`config.mk`:
```
export PLATFORM = sky130hd
export DESIGN_NAME = dtsr_top
export DESIGN_NICKNAME = d
export VERILOG_FILES = /design/src/pkg/dtsr_pkg.sv /design/src/logic/dtsr_conv_seq.sv /design/src/logic/dtsr_top.sv /design/src/logic/dtsr_zone_regs.sv
export VERILOG_INCLUDE_DIRS = /design/src /design/src/pkg
export SDC_FILE = /design/constraint.sdc
export NUM_CORES = 1
export LEC_CHECK = 0
export BUFFER_PORTS_ARGS = -buffer_cell sky130_fd_sc_hd__buf_2
export CAP_MARGIN = 30
export CORE_UTILIZATION = 59
export CTS_CLUSTER_DIAMETER = 120
export DETAILED_ROUTE_END_ITERATION = 8
export PLACE_DENSITY_LB_ADDON = 0.15
export SLEW_MARGIN = 10
export SYNTH_ARGS = -nofsm -noshare
export SYNTH_HDL_FRONTEND = slang
export SYNTH_HIERARCHICAL = 1
export SYNTH_SLANG_ARGS = --single-unit
```
`constraint.sdc`:
```
create_clock -name CLOCK -period 7.9 [get_ports CLOCK]
set_clock_uncertainty 0.15 [all_clocks]
set_input_delay 0.395 -clock CLOCK [delete_from_list [all_inputs] [get_ports CLOCK]]
set_output_delay 0.395 -clock CLOCK [all_outputs]
set_load 0.05 [all_outputs]
```
`src/pkg/dtsr_defines.svh`:
```
// Constants of the three-zone temperature register block
// Assumes a 125 MHz core clock and a command-byte register pointer
//
// Overview of operation
// RQ1: Configuration bits 7, 3 and 0 always read back as zero.
// RQ2: Standby bit one stops automatic conversions; zero converts at the chosen interval.
// RQ3: In standby a one-shot write runs one conversion of all zones.
// RQ4: Interval bits select 66 ms continuous, 200 ms, 1 s or 3 s.
// RQ5: Each remote measurement lasts 26 ms, the local one 14 ms.
// RQ6: Zone two format bit picks unsigned or two's-complement results.
// RQ7: Zone one format bit picks unsigned or two's-complement results.
// RQ8: Power-up clears every configuration bit to zero.
// RQ9: Local high byte holds sign and integer degrees 64 down to 1.
// RQ10: Local low byte holds 0.5 and 0.25 fractions, zero below.
// RQ11: Signed remote high byte holds sign and integer degrees 64 to 1.
// RQ12: Unsigned remote high byte holds integer degrees 128 down to 1.
// RQ13: Remote low byte holds 0.5, 0.25, 0.125 fractions, zero below.
// RQ14: Reading a high byte freezes its low byte for a coherent pair.
// RQ15: Reading a frozen low byte releases it to later updates.
// RQ16: Each high byte read refreezes its own zone's low byte.
// RQ17: Maker identity register returns a fixed value.
// RQ18: Die revision register returns a fixed code.
// RQ19: Status bit 7 reads one while a conversion runs.
// RQ20: Missing diode sets its status flag and forces FFE0h or 8000h.
// RQ21: One-shot register acts on write only and reads zero.
// RQ22: Command byte sets the pointer used by later reads and writes.
// RQ23: Interval or format changes apply from the next conversion cycle.
`ifndef DTSR_DEFINES_SVH
`define DTSR_DEFINES_SVH
// ============================================================
// Register pointer values
`define DTSR_REG_STATUS 8'h02
`define DTSR_REG_CONFIG 8'h03
`define DTSR_REG_ONESHOT 8'h0F
`define DTSR_REG_LOCAL_HI 8'h10
`define DTSR_REG_R1_HI 8'h11
`define DTSR_REG_R2_HI 8'h12
`define DTSR_REG_LOCAL_LO 8'h20
`define DTSR_REG_R1_LO 8'h21
`define DTSR_REG_R2_LO 8'h22
`define DTSR_REG_MAKER 8'hFE
`define DTSR_REG_REV 8'hFF
// ============================================================
// Configuration register fields
`define DTSR_CFG_MASK 8'h76
`define DTSR_CFG_RESET 8'h00
`define DTSR_CFG_STANDBY 6
`define DTSR_CFG_SEL_HI 5
`define DTSR_CFG_SEL_LO 4
`define DTSR_CFG_R2FMT 2
`define DTSR_CFG_R1FMT 1
// ============================================================
// Identity values, arbitrary
`define DTSR_MAKER_ID 8'h5A
`define DTSR_REVISION 8'h3C
// ============================================================
// Result patterns
`define DTSR_ABS_UNSIGNED 16'hFFE0
`define DTSR_ABS_SIGNED 16'h8000
`define DTSR_SAT_POS 16'h7FE0
// ============================================================
// Timing
`define DTSR_CLK_MHZ 125
`define DTSR_LOCAL_US 14000
`define DTSR_REMOTE_US 26000
`define DTSR_PER0_US 66000
`define DTSR_PER1_US 200000
`define DTSR_PER2_US 1000000
`define DTSR_PER3_US 3000000
`endif

```
`src/pkg/dtsr_pkg.sv`:
```
// Types of the three-zone temperature register block
// Assumes nothing beyond the constants header
package dtsr_pkg;
  typedef enum logic [2:0] {
    DTSR_IDLE = 3'h0,
    DTSR_LOCAL = 3'h1,
    DTSR_REM1 = 3'h2,
    DTSR_REM2 = 3'h3,
    DTSR_WAIT = 3'h4
  } dtsr_state_t;
endpackage

```
`src/logic/dtsr_conv_seq.sv`:
```
// Conversion sequencer: local then two remote phases, then interval wait
// Assumes one-shot is a one-cycle pulse from the register logic
`timescale 1ns/100ps
`include "dtsr_defines.svh"
module dtsr_conv_seq #(
  parameter logic [31:0] LOCAL_CYC = 32'h1,
  parameter logic [31:0] REMOTE_CYC = 32'h1,
  parameter logic [31:0] PER0_CYC = 32'h3,
  parameter logic [31:0] PER1_CYC = 32'h4,
  parameter logic [31:0] PER2_CYC = 32'h5,
  parameter logic [31:0] PER3_CYC = 32'h6
) (
  input wire logic clk,
  input wire logic rst,
  input wire logic standby,
  input wire logic one_shot,
  input wire logic [1:0] interval_sel,
  output dtsr_pkg::dtsr_state_t state,
  output logic cycle_start,
  output logic phase_done
);
  dtsr_pkg::dtsr_state_t state_q;
  dtsr_pkg::dtsr_state_t state_d;
  logic [31:0] phase_cnt_q;
  logic [31:0] per_cnt_q;
  logic [31:0] per_lim_q;
  logic [31:0] phase_lim;
  logic measuring;

  function automatic logic [31:0] period_of(input logic [1:0] sel);
    case (sel)
      2'h0: period_of = PER0_CYC;
      2'h1: period_of = PER1_CYC;
      2'h2: period_of = PER2_CYC;
      default: period_of = PER3_CYC;
    endcase
  endfunction

  // ============================================================
  // Phase timing
  assign measuring = (state_q == dtsr_pkg::DTSR_LOCAL) || (state_q == dtsr_pkg::DTSR_REM1) ||
                     (state_q == dtsr_pkg::DTSR_REM2);
  assign phase_lim = (state_q == dtsr_pkg::DTSR_LOCAL) ? LOCAL_CYC : REMOTE_CYC; // RQ5
  assign phase_done = measuring && (phase_cnt_q == phase_lim - 32'h1);
  assign cycle_start = ((state_q == dtsr_pkg::DTSR_IDLE) && (!standby || one_shot)) || // RQ2 RQ3
                       ((state_q == dtsr_pkg::DTSR_WAIT) && !standby && (per_cnt_q + 32'h1 >= per_lim_q)); // RQ4
  assign state = state_q;

  // ============================================================
  // State machine
  always_comb begin
    state_d = state_q;
    case (state_q)
      dtsr_pkg::DTSR_IDLE: begin
        if (cycle_start) state_d = dtsr_pkg::DTSR_LOCAL;
      end
      dtsr_pkg::DTSR_LOCAL: begin
        if (phase_done) state_d = dtsr_pkg::DTSR_REM1;
      end
      dtsr_pkg::DTSR_REM1: begin
        if (phase_done) state_d = dtsr_pkg::DTSR_REM2;
      end
      dtsr_pkg::DTSR_REM2: begin
        if (phase_done) state_d = dtsr_pkg::DTSR_WAIT;
      end
      dtsr_pkg::DTSR_WAIT: begin
        if (standby) state_d = dtsr_pkg::DTSR_IDLE; // RQ3
        else if (cycle_start) state_d = dtsr_pkg::DTSR_LOCAL;
      end
      default: state_d = dtsr_pkg::DTSR_IDLE;
    endcase
  end

  always_ff @(posedge clk) begin
    if (rst) state_q <= dtsr_pkg::DTSR_IDLE;
    else state_q <= state_d;
  end

  always_ff @(posedge clk) begin
    if (rst) phase_cnt_q <= 32'h0;
    else if (cycle_start || phase_done) phase_cnt_q <= 32'h0;
    else if (measuring) phase_cnt_q <= phase_cnt_q + 32'h1;
  end

  // Interval latched at cycle start so a mid-cycle change waits
  always_ff @(posedge clk) begin
    if (rst) begin
      per_cnt_q <= 32'h0;
      per_lim_q <= 32'h0;
    end else if (cycle_start) begin
      per_cnt_q <= 32'h0;
      per_lim_q <= period_of(interval_sel); // RQ4 RQ23
    end else if (state_q != dtsr_pkg::DTSR_IDLE) begin
      per_cnt_q <= per_cnt_q + 32'h1;
    end
  end
endmodule // dtsr_conv_seq

```
`src/logic/dtsr_top.sv`:
```
// Register map and conversion control of the three-zone temperature sensor
// Assumes an SMBus slave on CLOCK giving command, write and read strobes
`timescale 1ns/100ps
`include "dtsr_defines.svh"
module dtsr_top #(
  parameter logic [31:0] LOCAL_CYC = 32'(`DTSR_LOCAL_US * `DTSR_CLK_MHZ),
  parameter logic [31:0] REMOTE_CYC = 32'(`DTSR_REMOTE_US * `DTSR_CLK_MHZ),
  parameter logic [31:0] PER0_CYC = 32'(`DTSR_PER0_US * `DTSR_CLK_MHZ),
  parameter logic [31:0] PER1_CYC = 32'(`DTSR_PER1_US * `DTSR_CLK_MHZ),
  parameter logic [31:0] PER2_CYC = 32'(`DTSR_PER2_US * `DTSR_CLK_MHZ),
  parameter logic [31:0] PER3_CYC = 32'(`DTSR_PER3_US * `DTSR_CLK_MHZ)
) (
  input wire logic CLOCK,
  input wire logic SYS_RST,
  input wire logic CMD_VALID,
  input wire logic [7:0] CMD_BYTE,
  input wire logic WR_VALID,
  input wire logic [7:0] WR_DATA,
  input wire logic RD_REQ,
  output logic [7:0] RD_DATA,
  output logic RD_VALID,
  input wire logic [9:0] LOCAL_RAW,
  input wire logic [11:0] REMOTE_ONE_RAW,
  input wire logic [11:0] REMOTE_TWO_RAW,
  input wire logic REMOTE_ONE_DIODE_ABSENT,
  input wire logic REMOTE_TWO_DIODE_ABSENT,
  output logic BUSY,
  output logic [2:0] MEAS_ZONE
);
  logic [7:0] ptr_q;
  logic [7:0] cfg_q;
  logic [1:0] fmt_run_q;
  logic [35:0] meta_q;
  logic [35:0] sync_q;
  logic [9:0] local_raw;
  logic [11:0] remote_one_raw;
  logic [11:0] remote_two_raw;
  logic remote_one_absent_in;
  logic remote_two_absent_in;
  logic remote_one_diode_absent_q;
  logic remote_two_diode_absent_q;
  logic remote_one_format;
  logic remote_two_format;
  logic standby_req;
  logic [1:0] conversion_interval_sel;
  logic one_shot;
  logic cycle_start;
  logic phase_done;
  dtsr_pkg::dtsr_state_t state;
  logic [2:0] zone_upd;
  logic [2:0] msb_rd;
  logic [2:0] lsb_rd;
  logic [15:0] pair_in [3];
  logic [7:0] zone_msb [3];
  logic [7:0] zone_lsb [3];
  logic [7:0] status;
  logic [7:0] rd_mux;
  logic [7:0] rd_data_q;
  logic rd_valid_q;

  // Remote result pair from a signed 12-bit reading in eighths of a degree
  function automatic logic [15:0] remote_pair(input logic [11:0] raw, input logic fmt_signed,
                                              input logic absent);
    if (absent) begin
      remote_pair = fmt_signed ? `DTSR_ABS_SIGNED : `DTSR_ABS_UNSIGNED;
    end else if (!fmt_signed) begin
      remote_pair = raw[11] ? 16'h0000 : {raw[10:0], 5'h00};
    end else if (raw[11] != raw[10]) begin
      // Out of signed range clips; negative clip shares the absent pattern
      remote_pair = raw[11] ? `DTSR_ABS_SIGNED : `DTSR_SAT_POS;
    end else begin
      remote_pair = {raw[11], raw[9:0], 5'h00};
    end
  endfunction

  // ============================================================
  // Input synchroniser for the measurement front end
  always_ff @(posedge CLOCK) begin
    if (SYS_RST) begin
      meta_q <= 36'h0;
      sync_q <= 36'h0;
    end else begin
      meta_q <= {REMOTE_TWO_DIODE_ABSENT, REMOTE_ONE_DIODE_ABSENT, REMOTE_TWO_RAW, REMOTE_ONE_RAW, LOCAL_RAW};
      sync_q <= meta_q;
    end
  end

  assign local_raw = sync_q[9:0];
  assign remote_one_raw = sync_q[21:10];
  assign remote_two_raw = sync_q[33:22];
  assign remote_one_absent_in = sync_q[34];
  assign remote_two_absent_in = sync_q[35];

  // ============================================================
  // Register pointer and configuration
  always_ff @(posedge CLOCK) begin
    if (SYS_RST) ptr_q <= 8'h00;
    else if (CMD_VALID) ptr_q <= CMD_BYTE; // RQ22
  end

  always_ff @(posedge CLOCK) begin
    if (SYS_RST) cfg_q <= `DTSR_CFG_RESET; // RQ8
    else if (WR_VALID && (ptr_q == `DTSR_REG_CONFIG)) cfg_q <= WR_DATA & `DTSR_CFG_MASK; // RQ1
  end

  assign standby_req = cfg_q[`DTSR_CFG_STANDBY];
  assign conversion_interval_sel = cfg_q[`DTSR_CFG_SEL_HI:`DTSR_CFG_SEL_LO];
  assign remote_two_format = cfg_q[`DTSR_CFG_R2FMT];
  assign remote_one_format = cfg_q[`DTSR_CFG_R1FMT];
  assign one_shot = WR_VALID && (ptr_q == `DTSR_REG_ONESHOT); // RQ21

  // Formats held for the whole cycle
  always_ff @(posedge CLOCK) begin
    if (SYS_RST) fmt_run_q <= 2'h0;
    else if (cycle_start) fmt_run_q <= {remote_two_format, remote_one_format}; // RQ23
  end

  // ============================================================
  // Conversion sequencing
  dtsr_conv_seq #(
    .LOCAL_CYC(LOCAL_CYC),
    .REMOTE_CYC(REMOTE_CYC),
    .PER0_CYC(PER0_CYC),
    .PER1_CYC(PER1_CYC),
    .PER2_CYC(PER2_CYC),
    .PER3_CYC(PER3_CYC)
  ) u_seq (
    .clk(CLOCK),
    .rst(SYS_RST),
    .standby(standby_req),
    .one_shot(one_shot),
    .interval_sel(conversion_interval_sel),
    .state(state),
    .cycle_start(cycle_start),
    .phase_done(phase_done)
  );

  assign MEAS_ZONE = {state == dtsr_pkg::DTSR_REM2, state == dtsr_pkg::DTSR_REM1, state == dtsr_pkg::DTSR_LOCAL};
  assign BUSY = |MEAS_ZONE; // RQ19
  assign zone_upd = {3{phase_done}} & MEAS_ZONE;

  // ============================================================
  // Result formatting and zone registers
  always_comb begin
    pair_in[0] = {local_raw, 6'h00}; // RQ9 RQ10
    pair_in[1] = remote_pair(remote_one_raw, fmt_run_q[0], remote_one_absent_in); // RQ7 RQ11 RQ12 RQ13
    pair_in[2] = remote_pair(remote_two_raw, fmt_run_q[1], remote_two_absent_in); // RQ6 RQ11 RQ12 RQ13
  end

  assign msb_rd = {3{RD_REQ}} & {ptr_q == `DTSR_REG_R2_HI, ptr_q == `DTSR_REG_R1_HI, ptr_q == `DTSR_REG_LOCAL_HI};
  assign lsb_rd = {3{RD_REQ}} & {ptr_q == `DTSR_REG_R2_LO, ptr_q == `DTSR_REG_R1_LO, ptr_q == `DTSR_REG_LOCAL_LO};

  for (genvar z = 0; z < 3; z++) begin : g_zone
    dtsr_zone_regs u_zone (
      .clk(CLOCK),
      .rst(SYS_RST),
      .upd(zone_upd[z]),
      .msb_in(pair_in[z][15:8]),
      .lsb_in(pair_in[z][7:0]),
      .msb_rd(msb_rd[z]),
      .lsb_rd(lsb_rd[z]),
      .msb(zone_msb[z]),
      .lsb(zone_lsb[z])
    );
  end

  // ============================================================
  // Missing diode flags
  always_ff @(posedge CLOCK) begin
    if (SYS_RST) begin
      remote_one_diode_absent_q <= 1'b0;
      remote_two_diode_absent_q <= 1'b0;
    end else begin
      if (zone_upd[1]) remote_one_diode_absent_q <= remote_one_absent_in; // RQ20
      if (zone_upd[2]) remote_two_diode_absent_q <= remote_two_absent_in; // RQ20
    end
  end

  assign status = {BUSY, 5'h00, remote_two_diode_absent_q, remote_one_diode_absent_q}; // RQ19

  // ============================================================
  // Read path
  always_comb begin
    rd_mux = 8'h00;
    if (ptr_q == `DTSR_REG_STATUS) begin
      rd_mux = status;
    end else if (ptr_q == `DTSR_REG_CONFIG) begin
      rd_mux = cfg_q; // RQ1
    end else if (ptr_q == `DTSR_REG_LOCAL_HI) begin
      rd_mux = zone_msb[0];
    end else if (ptr_q == `DTSR_REG_R1_HI) begin
      rd_mux = zone_msb[1];
    end else if (ptr_q == `DTSR_REG_R2_HI) begin
      rd_mux = zone_msb[2];
    end else if (ptr_q == `DTSR_REG_LOCAL_LO) begin
      rd_mux = zone_lsb[0];
    end else if (ptr_q == `DTSR_REG_R1_LO) begin
      rd_mux = zone_lsb[1];
    end else if (ptr_q == `DTSR_REG_R2_LO) begin
      rd_mux = zone_lsb[2];
    end else if (ptr_q == `DTSR_REG_MAKER) begin
      rd_mux = `DTSR_MAKER_ID; // RQ17
    end else if (ptr_q == `DTSR_REG_REV) begin
      rd_mux = `DTSR_REVISION; // RQ18
    end
  end

  always_ff @(posedge CLOCK) begin
    if (SYS_RST) begin
      rd_data_q <= 8'h00;
      rd_valid_q <= 1'b0;
    end else begin
      rd_data_q <= RD_REQ ? rd_mux : 8'h00;
      rd_valid_q <= RD_REQ;
    end
  end

  assign RD_DATA = rd_data_q;
  assign RD_VALID = rd_valid_q;
endmodule // dtsr_top

```
`src/logic/dtsr_zone_regs.sv`:
```
// Result byte pair of one zone with low byte freeze on high byte read
// Assumes single-cycle update and read strobes on clk
`timescale 1ns/100ps
module dtsr_zone_regs (
  input wire logic clk,
  input wire logic rst,
  input wire logic upd,
  input wire logic [7:0] msb_in,
  input wire logic [7:0] lsb_in,
  input wire logic msb_rd,
  input wire logic lsb_rd,
  output logic [7:0] msb,
  output logic [7:0] lsb
);
  logic [7:0] msb_q;
  logic [7:0] lsb_q;
  logic [7:0] held_q;
  logic locked_q;

  // ============================================================
  // Live result
  always_ff @(posedge clk) begin
    if (rst) begin
      msb_q <= 8'h00;
      lsb_q <= 8'h00;
    end else if (upd) begin
      msb_q <= msb_in;
      lsb_q <= lsb_in;
    end
  end

  // ============================================================
  // Freeze and release
  always_ff @(posedge clk) begin
    if (rst) begin
      locked_q <= 1'b0;
      held_q <= 8'h00;
    end else if (msb_rd) begin
      locked_q <= 1'b1; // RQ14
      held_q <= lsb_q; // RQ16
    end else if (lsb_rd) begin
      locked_q <= 1'b0; // RQ15
    end
  end

  assign msb = msb_q;
  assign lsb = locked_q ? held_q : lsb_q;
endmodule // dtsr_zone_regs

```
==> results.md, run 1 <==
* N_diodes at 0
* Pwr Total at 2.80 mW
* Post-CTS sizing at 0
* Reg2reg end: u_seq/per_cnt_q[25]
* Via count at 9151
* Total track usage at 25.5%
* Initial core utilization at 60.5%
* Area grow syn2layout at 15.4%
* Met1 WL at 11500 um
* Critical path startpoint: u_seq/per_cnt_q[0]
* Most frequent cells in the layout: dfxtp_1 (250), nor2_1 (195), nand2_1 (102)
* Critical path class: reg2reg
* Fin crit period at 4.82 ns
* Hold Path Class: in2reg
* Initial antenna violation count at 0
* DP HPWL at 17700 um
* DRT antenna net count at 0
* Yosys warns at 6
* Vias in the first global route at 8491
* CTS Sinks at 250
* Metal2 WL at 12700 um
* Mean Syn Cell Area at 9.04 um^2
* Root Buffer: clkbuf_16
* Area share of the largest cell type after synthesis at 42.3%
* Startpoint Class: flop
* Row Count at 51
* H-tree levels at 1
* Critical R2R Launch: u_seq/per_cnt_q[0]
* I/O Pins at 70
* Final setup TNS at 0 ns
* Chip width at 144 um
* CTS max path bufs at 3
* RSZ-0062 raised after global routing: no
* Core area at 0.0196 mm^2
* Cells after synthesis at 1310
* Post-synth EDFFs at 0
* Seq cells post-synth at 250
* Commonest non-fill, non-tap cell in the layout: dfxtp_1
* Grt total ovfl at 0
* Post-synthesis cell area at 0.0118 mm^2
* Die area at 0.0206 mm^2
* Fraction of registers with async set/reset at 0%
* Final Cycle Share at 61.0%
* CTS Buf Count at 27
* GP Congestion at 0.949
* Netlist cell types at 79
* # setup viols final at 0
* Peak supply drop at 191 uV
* Max-Cap Viols at 0
* Largest area contributor in the netlist: dfxtp_1
* Clock transition at path regs at 0.06 ns
* Crit path max fanout at 34
* # DRC at 0
* CTS tree: yes
* Clock Latency Late Sink at 0.55 ns
* Fin nets at 1496
* Slew of the pin with the lowest slew margin at 0.984 ns
* Setup crit end: u_seq/per_cnt_q[25]
* Post-Route WL at 26200 um
* Largest cells by area after synthesis: dfxtp_1 (42%), mux2i_1 (7.8%), nor2_1 (6.2%)
* Setup crit end kind: flop
* Port bufs at 66
* CP arrival at 5.08 ns
* Main synth FF type: dfxtp_1
* Sequential area share after synthesis at 42.3%
* Fraction of layout instances using a drive strength above 1 at 12.6%
* Initial DRC count at 507
* Hold Vio Cnt, Final at 0
* Height of the die at 144 um
* Max_slew headroom at 34.1%
* Max Clk Rate at 207 MHz
* Utilization after layout at 69.8%
* LEAKAGE at 5.27 nW
* Top Metal Used: met4
* Status: finished, final reports clean
* Pwr Density at 205 mW/mm^2
* First-pass DRT Iterations at 5
* Met3 WL at 1100 um
* First-pass GRT wire length at 41800 um
* Critical Path RT at 8.16 ns
* Vias per inst at 5.41
* Pins Over Slew Limit at 0
* R2R depth at 16
* Largest net degree at the start of global routing at 88
* Flop2flop setup slack at 3.08 ns
* DR WL/cell at 15.5 um
==> worst min-delay path by stage <==
stage          startpoint                         end  cells past startpoint
2_1_floorplan   meta_q[0]                   sync_q[0]                      1
3_3_place_gp   meta_q[11]                  sync_q[11]                      1
3_5_place_dp   meta_q[23]                  sync_q[23]                      1
4_1_cts           SYS_RST   g_zone[0].u_zone/lsb_q[4]                      2
5_1_grt           SYS_RST  g_zone[0].u_zone/held_q[4]                      2
6_report          SYS_RST   g_zone[0].u_zone/lsb_q[4]                      2
==> state kept, by name (all words and copies together), names as in the netlist, 2 cells and up <==
name	flops
meta_q	36
sync_q	36
u_seq/per_cnt_q	32
u_seq/phase_cnt_q	32
g_zone.u_zone/held_q	24
g_zone.u_zone/lsb_q	24
g_zone.u_zone/msb	24
u_seq/per_lim_q	10
RD_DATA	8
ptr_q	8
cfg_q	5
g_zone.u_zone/locked_q	3
u_seq/state	3
fmt_run_q	2
==> cell usage after synthesis (all sizes together), types with 3 or more instances <==
master and n:
a211oi 5, a21boi 4, a21o 3, a21oi 29, a22oi 22, a31oi 8
and2 9, and3 20, and4 6, buf 42, clkbuf 31, dfxtp 250
ha 31, inv 31, mux2 24, mux2i 92, nand2 102, nand2b 14
nand3 45, nand3b 6, nand4 27, nor2 206, nor2b 86, nor3 23
nor4 5, nor4b 4, o21a 3, o21ai 48, o221ai 3, o22ai 4
o31ai 3, or2 4, or3 4, xnor2 33, xor2 51
==> critical path, stage by stage (launching register included) <==
cell	delay, ns
dfxtp_1	0.45
ha_1	0.25
nand3_1	0.28
nor4_4	0.59
and3_1	0.37
nand2_1	0.10
xnor2_1	0.15
ha_1	0.30
nand3_1	0.14
nor2_1	0.14
nand4_1	0.13
a21oi_1	0.13
and4bb_2	0.29
a21bo_2	0.25
nand3_1	0.41
buf_4	0.45
nor2_1	0.10
==> power breakdown <==
group          internal (mW)  switching, mW
Sequential              1.29         0.0178
Combinational         0.0744          0.108
Clock                  0.805          0.512
==> metal layers <==
layer	track usage, %	vias to the layer above
met4	8.85	0
met1	31.8	4249
met2	44.8	205
li1	-	4642
met5	0	-
met3	3.57	55
==> stage by stage <==
| step | instances | hold WS [ns] | instance area (um^2) | worst slack [ns] |
|---|---|---|---|---|
| after floorplan | 1325 | 0.264 | 11900 | 3.98 |
| after global placement | 1592 | 0.270 | 12200 | 3.21 |
| after detailed placement | 1594 | 0.271 | 12200 | 3.09 |
| after CTS | 1692 | 0.0682 | 13700 | 3.07 |
| after global routing | 1693 | 0.0879 | 13700 | 2.70 |
| final | 1693 | 0.0778 | 13700 | 3.08 |
==> final cells by class <==
class | count | area (um^2)
tap | 265 | 332
clock inverter | 11 | 160
inverter | 31 | 116
sequential | 250 | 5000
clock buffer | 38 | 797
fill | 1564 | 5920
multi-input combinational | 971 | 6340
timing repair buffer | 127 | 918
==> cells by family (layout without fill, tap and decap cells) <==
group / Yosys count / in the layout / share of synthesized area [%]
multiplexers: 116 / 116 / 10.1
buffers and inverters: 104 / 207 / 4.76
XOR/XNOR: 84 / 84 / 6.21
adder cells (fa/ha/maj): 31 / 31 / 3.27
AND/OR/NAND/NOR: 569 / 569 / 24.7
flip-flops: 250 / 250 / 42.3
AO/OA/AOI/OAI: 155 / 155 / 8.73
other: 1 / 16 / 0.0317
==> what timing repair did <==
item / 4_1_cts / 5_1_grt
hold endpoints to repair: 49 / 0
hold buffers: 49 / 0
buffers inserted: 0 / 0
setup endpoints to repair: 0 / 0
(Power assumes the default switching activity.)
==> run 2, diff against run 1 <==
CORE_UTILIZATION = 56   (was 59)
clock period = 4.1 ns   (was 7.9 ns; I/O delays follow)
==> results.md, run 2 (synthesis gave the netlist of run 1 again) <==
* Via count at 9250 (+1.1%)
* Crit path max fanout at 9 (-74%)
* Met3 WL at 836 um (-24%)
* Max Clk Rate at 259 MHz (+25%)
* Fraction of layout instances using a drive strength above 1 at 14.1% (+1.5 points)
* Worst Hold Endpoint: g_zone[1].u_zone/locked_q
* # DRC at 0 (unchanged)
* DP HPWL at 18000 um (+1.3%)
* Grt total ovfl at 0 (unchanged)
* Hold Path Class: in2reg
* CTS tree: yes
* Chip width at 147 um (+2.6%)
* Row Count at 52 (+2.0%)
* Most frequent cells in the layout: dfxtp_1 (247), nor2_1 (194), nand2_1 (102)
* I/O Pins at 70 (unchanged)
* Critical path class: reg2reg
* Area grow syn2layout at 18.0%
* CTS Sinks at 250 (unchanged)
* Die area at 0.0217 mm^2 (+5.3%)
* Slowest stage delay, CP at 0.54 ns (-0.05 ns)
* Largest net degree at the start of global routing at 104 (+18%)
* Pins Over Slew Limit at 0 (unchanged)
* Crit-path most repeated cell: a21oi_1
* CP bufs+invs at 1 (unchanged)
* Height of the die at 147 um (+2.6%)
* Port bufs at 66 (unchanged)
* CTS max path bufs at 3 (unchanged)
* Final Cycle Share at 94.1% (+33 points)
* Startpoint Class: flop
* Top Registers: meta_q x36, sync_q x36
* Critical R2R Launch: u_seq/per_cnt_q[0]
* Initial core utilization at 57.8% (-2.7 points)
* First-pass GRT wire length at 42700 um (+2.2%)
* Commonest non-fill, non-tap cell in the layout: dfxtp_1
* Initial DRC count at 469 (-7.5%)
* Utilization after layout at 68.2% (-1.6 points)
* Root Buffer: clkbuf_16
* Clock Latency Late Sink at 0.54 ns (about the same)
* Fin crit period at 3.86 ns (-0.961 ns)
* Core area at 0.0205 mm^2 (+4.6%)
* Metal2 WL at 12600 um (-1.2%)
* H-tree levels at 1 (unchanged)
* Flop2flop setup slack at 0.24 ns (-2.84 ns)
* Hold slack at 0.0321 ns (-0.0457 ns)
* Final Instance Area at 0.0140 mm^2 (+2.2%)
* Worst Hold Launch: RD_REQ
* DR WL/cell at 15.3 um (-1.1%)
* LEAKAGE at 5.42 nW (+2.9%)
* Status: finished, final reports clean
* R2R depth at 17 (+1)
* Slew of the pin with the lowest slew margin at 0.968 ns (-0.0159 ns)
* Fin nets at 1526 (+2.0%)
* Worst setup margin at 0.240 ns (-2.84 ns)
* # fillers at 1651 (+5.6%)
* Setup crit end kind: flop
* FF+latch area at 0.00501 mm^2 (about the same)
* CP arrival at 4.18 ns (-0.90 ns)
* Reg2reg end: u_seq/phase_cnt_q[16]
* Worst path cell trace: ha_2, nand3_4, nor2_2, and3_1, nand4_1, nor2_1, xor2_1, ha_1, a21oi_1, o211ai_1, a31oi_1, a21oi_1, and4bb_2, a21boi_4, or4_4, buf_12, nor2b_1
* Post-Route WL at 26400 um (+0.84%)
* Slowest CP cell: or4_4
* Total track usage at 24.1% (-1.3 points)
* Multi-input logic area at 0.00636 mm^2 (+0.34%)
* Max-Cap Viols at 0 (unchanged)
* Initial antenna violation count at 0 (unchanged)
* Vias in the first global route at 8749 (+3.0%)
* Hold Vio Cnt, Final at 0 (unchanged)
* # setup viols final at 0 (unchanged)
* Pre-CTS setup slack at 0.0387 ns (-3.05 ns)
* Vias per inst at 5.36 (-0.91%)
* Met1 WL at 11900 um (+3.3%)
* DRT antenna net count at 0 (unchanged)
* Max_slew headroom at 35.2% (+1.1 points)
* CTS Buf Count at 27 (unchanged)
* N_diodes at 0 (unchanged)
* Critical Path RT at 4.42 ns (-3.74 ns)
* Clock transition at path regs at 0.06 ns (about the same)
* Hold depth at 4 (+2)
* CP top delay family: simple AND/OR/NAND/NOR gates
* Peak supply drop at 336 uV (+76%)
* Final setup TNS at 0 ns (unchanged)
* First-pass DRT Iterations at 5 (unchanged)
* Top Metal Used: met4
* Pwr Density at 387 mW/mm^2 (+88%)
* Placed Area at 0.0124 mm^2 (+1.7%)
* GP Congestion at 0.923 (-2.7%)
-- run 2: power by group --
part / internal, mW / total, mW / leakage, nW / switching, mW
clock network: 1.53 / 2.51 / 0.462 / 0.978
registers: 2.48 / 2.51 / 2.04 / 0.0324
logic: 0.167 / 0.383 / 2.92 / 0.216
total: 4.17 / 5.40 / 5.42 / 1.23
-- run 2: routing by layer --
| layer | track usage [%] | vias up |
|---|---|---|
| met5 | 0 | - |
| met4 | 10.1 | 0 |
| met3 | 3.09 | 66 |
| met2 | 42.3 | 195 |
| met1 | 29.9 | 4272 |
| li1 | - | 4717 |
-- run 2: tightest hold or removal path, delay by kind of cell --
family,cells,cell delay [ns]
buffers and inverters,1,0.17
AO/OA/AOI/OAI,1,0.06
AND/OR/NAND/NOR,2,0.25
-- run 2: how the worst max path moves through the flow --
| stage | to | from | depth (start not counted) | slack (ns) |
|---|---|---|---|---|
| after global placement | u_seq/phase_cnt_q[16] | u_seq/per_cnt_q[0] | 17 | 0.16 |
| after floorplan | u_seq/phase_cnt_q[19] | u_seq/per_cnt_q[0] | 18 | 0.18 |
| after detailed placement | u_seq/phase_cnt_q[6] | u_seq/per_cnt_q[0] | 17 | 0.04 |
| after CTS | u_seq/phase_cnt_q[16] | u_seq/per_cnt_q[0] | 17 | 0.01 |
| final | u_seq/phase_cnt_q[16] | u_seq/per_cnt_q[0] | 17 | 0.24 |
| after global routing | u_seq/phase_cnt_q[6] | u_seq/per_cnt_q[0] | 17 | -0.002 |
-- run 2: repair_timing --
action                                  in CTS  in global routing
endpoints found under the hold margin       49                  0
endpoints found under the setup margin       0                 74
hold buffers                                57                  0
gates resized for setup                      0                  8
setup buffers                                0                  0
-- run 2: metrics by stage --
step                power, mW  std cells
floorplan                2.79       1325
global placement         2.89       1620
detailed placement       2.89       1621
CTS                      5.45       1726
global route             5.59       1727
finish                   5.40       1727
-- run 2: area by class of cell --
class / count / share of cell area (%)
Clock buffer: 35 / 5.27
Inverter: 31 / 0.833
Sequential cell: 250 / 35.8
Multi-Input combinational cell: 971 / 45.5
Tap cell: 270 / 2.42
Clock inverter: 13 / 1.42
Timing Repair Buffer: 157 / 8.69
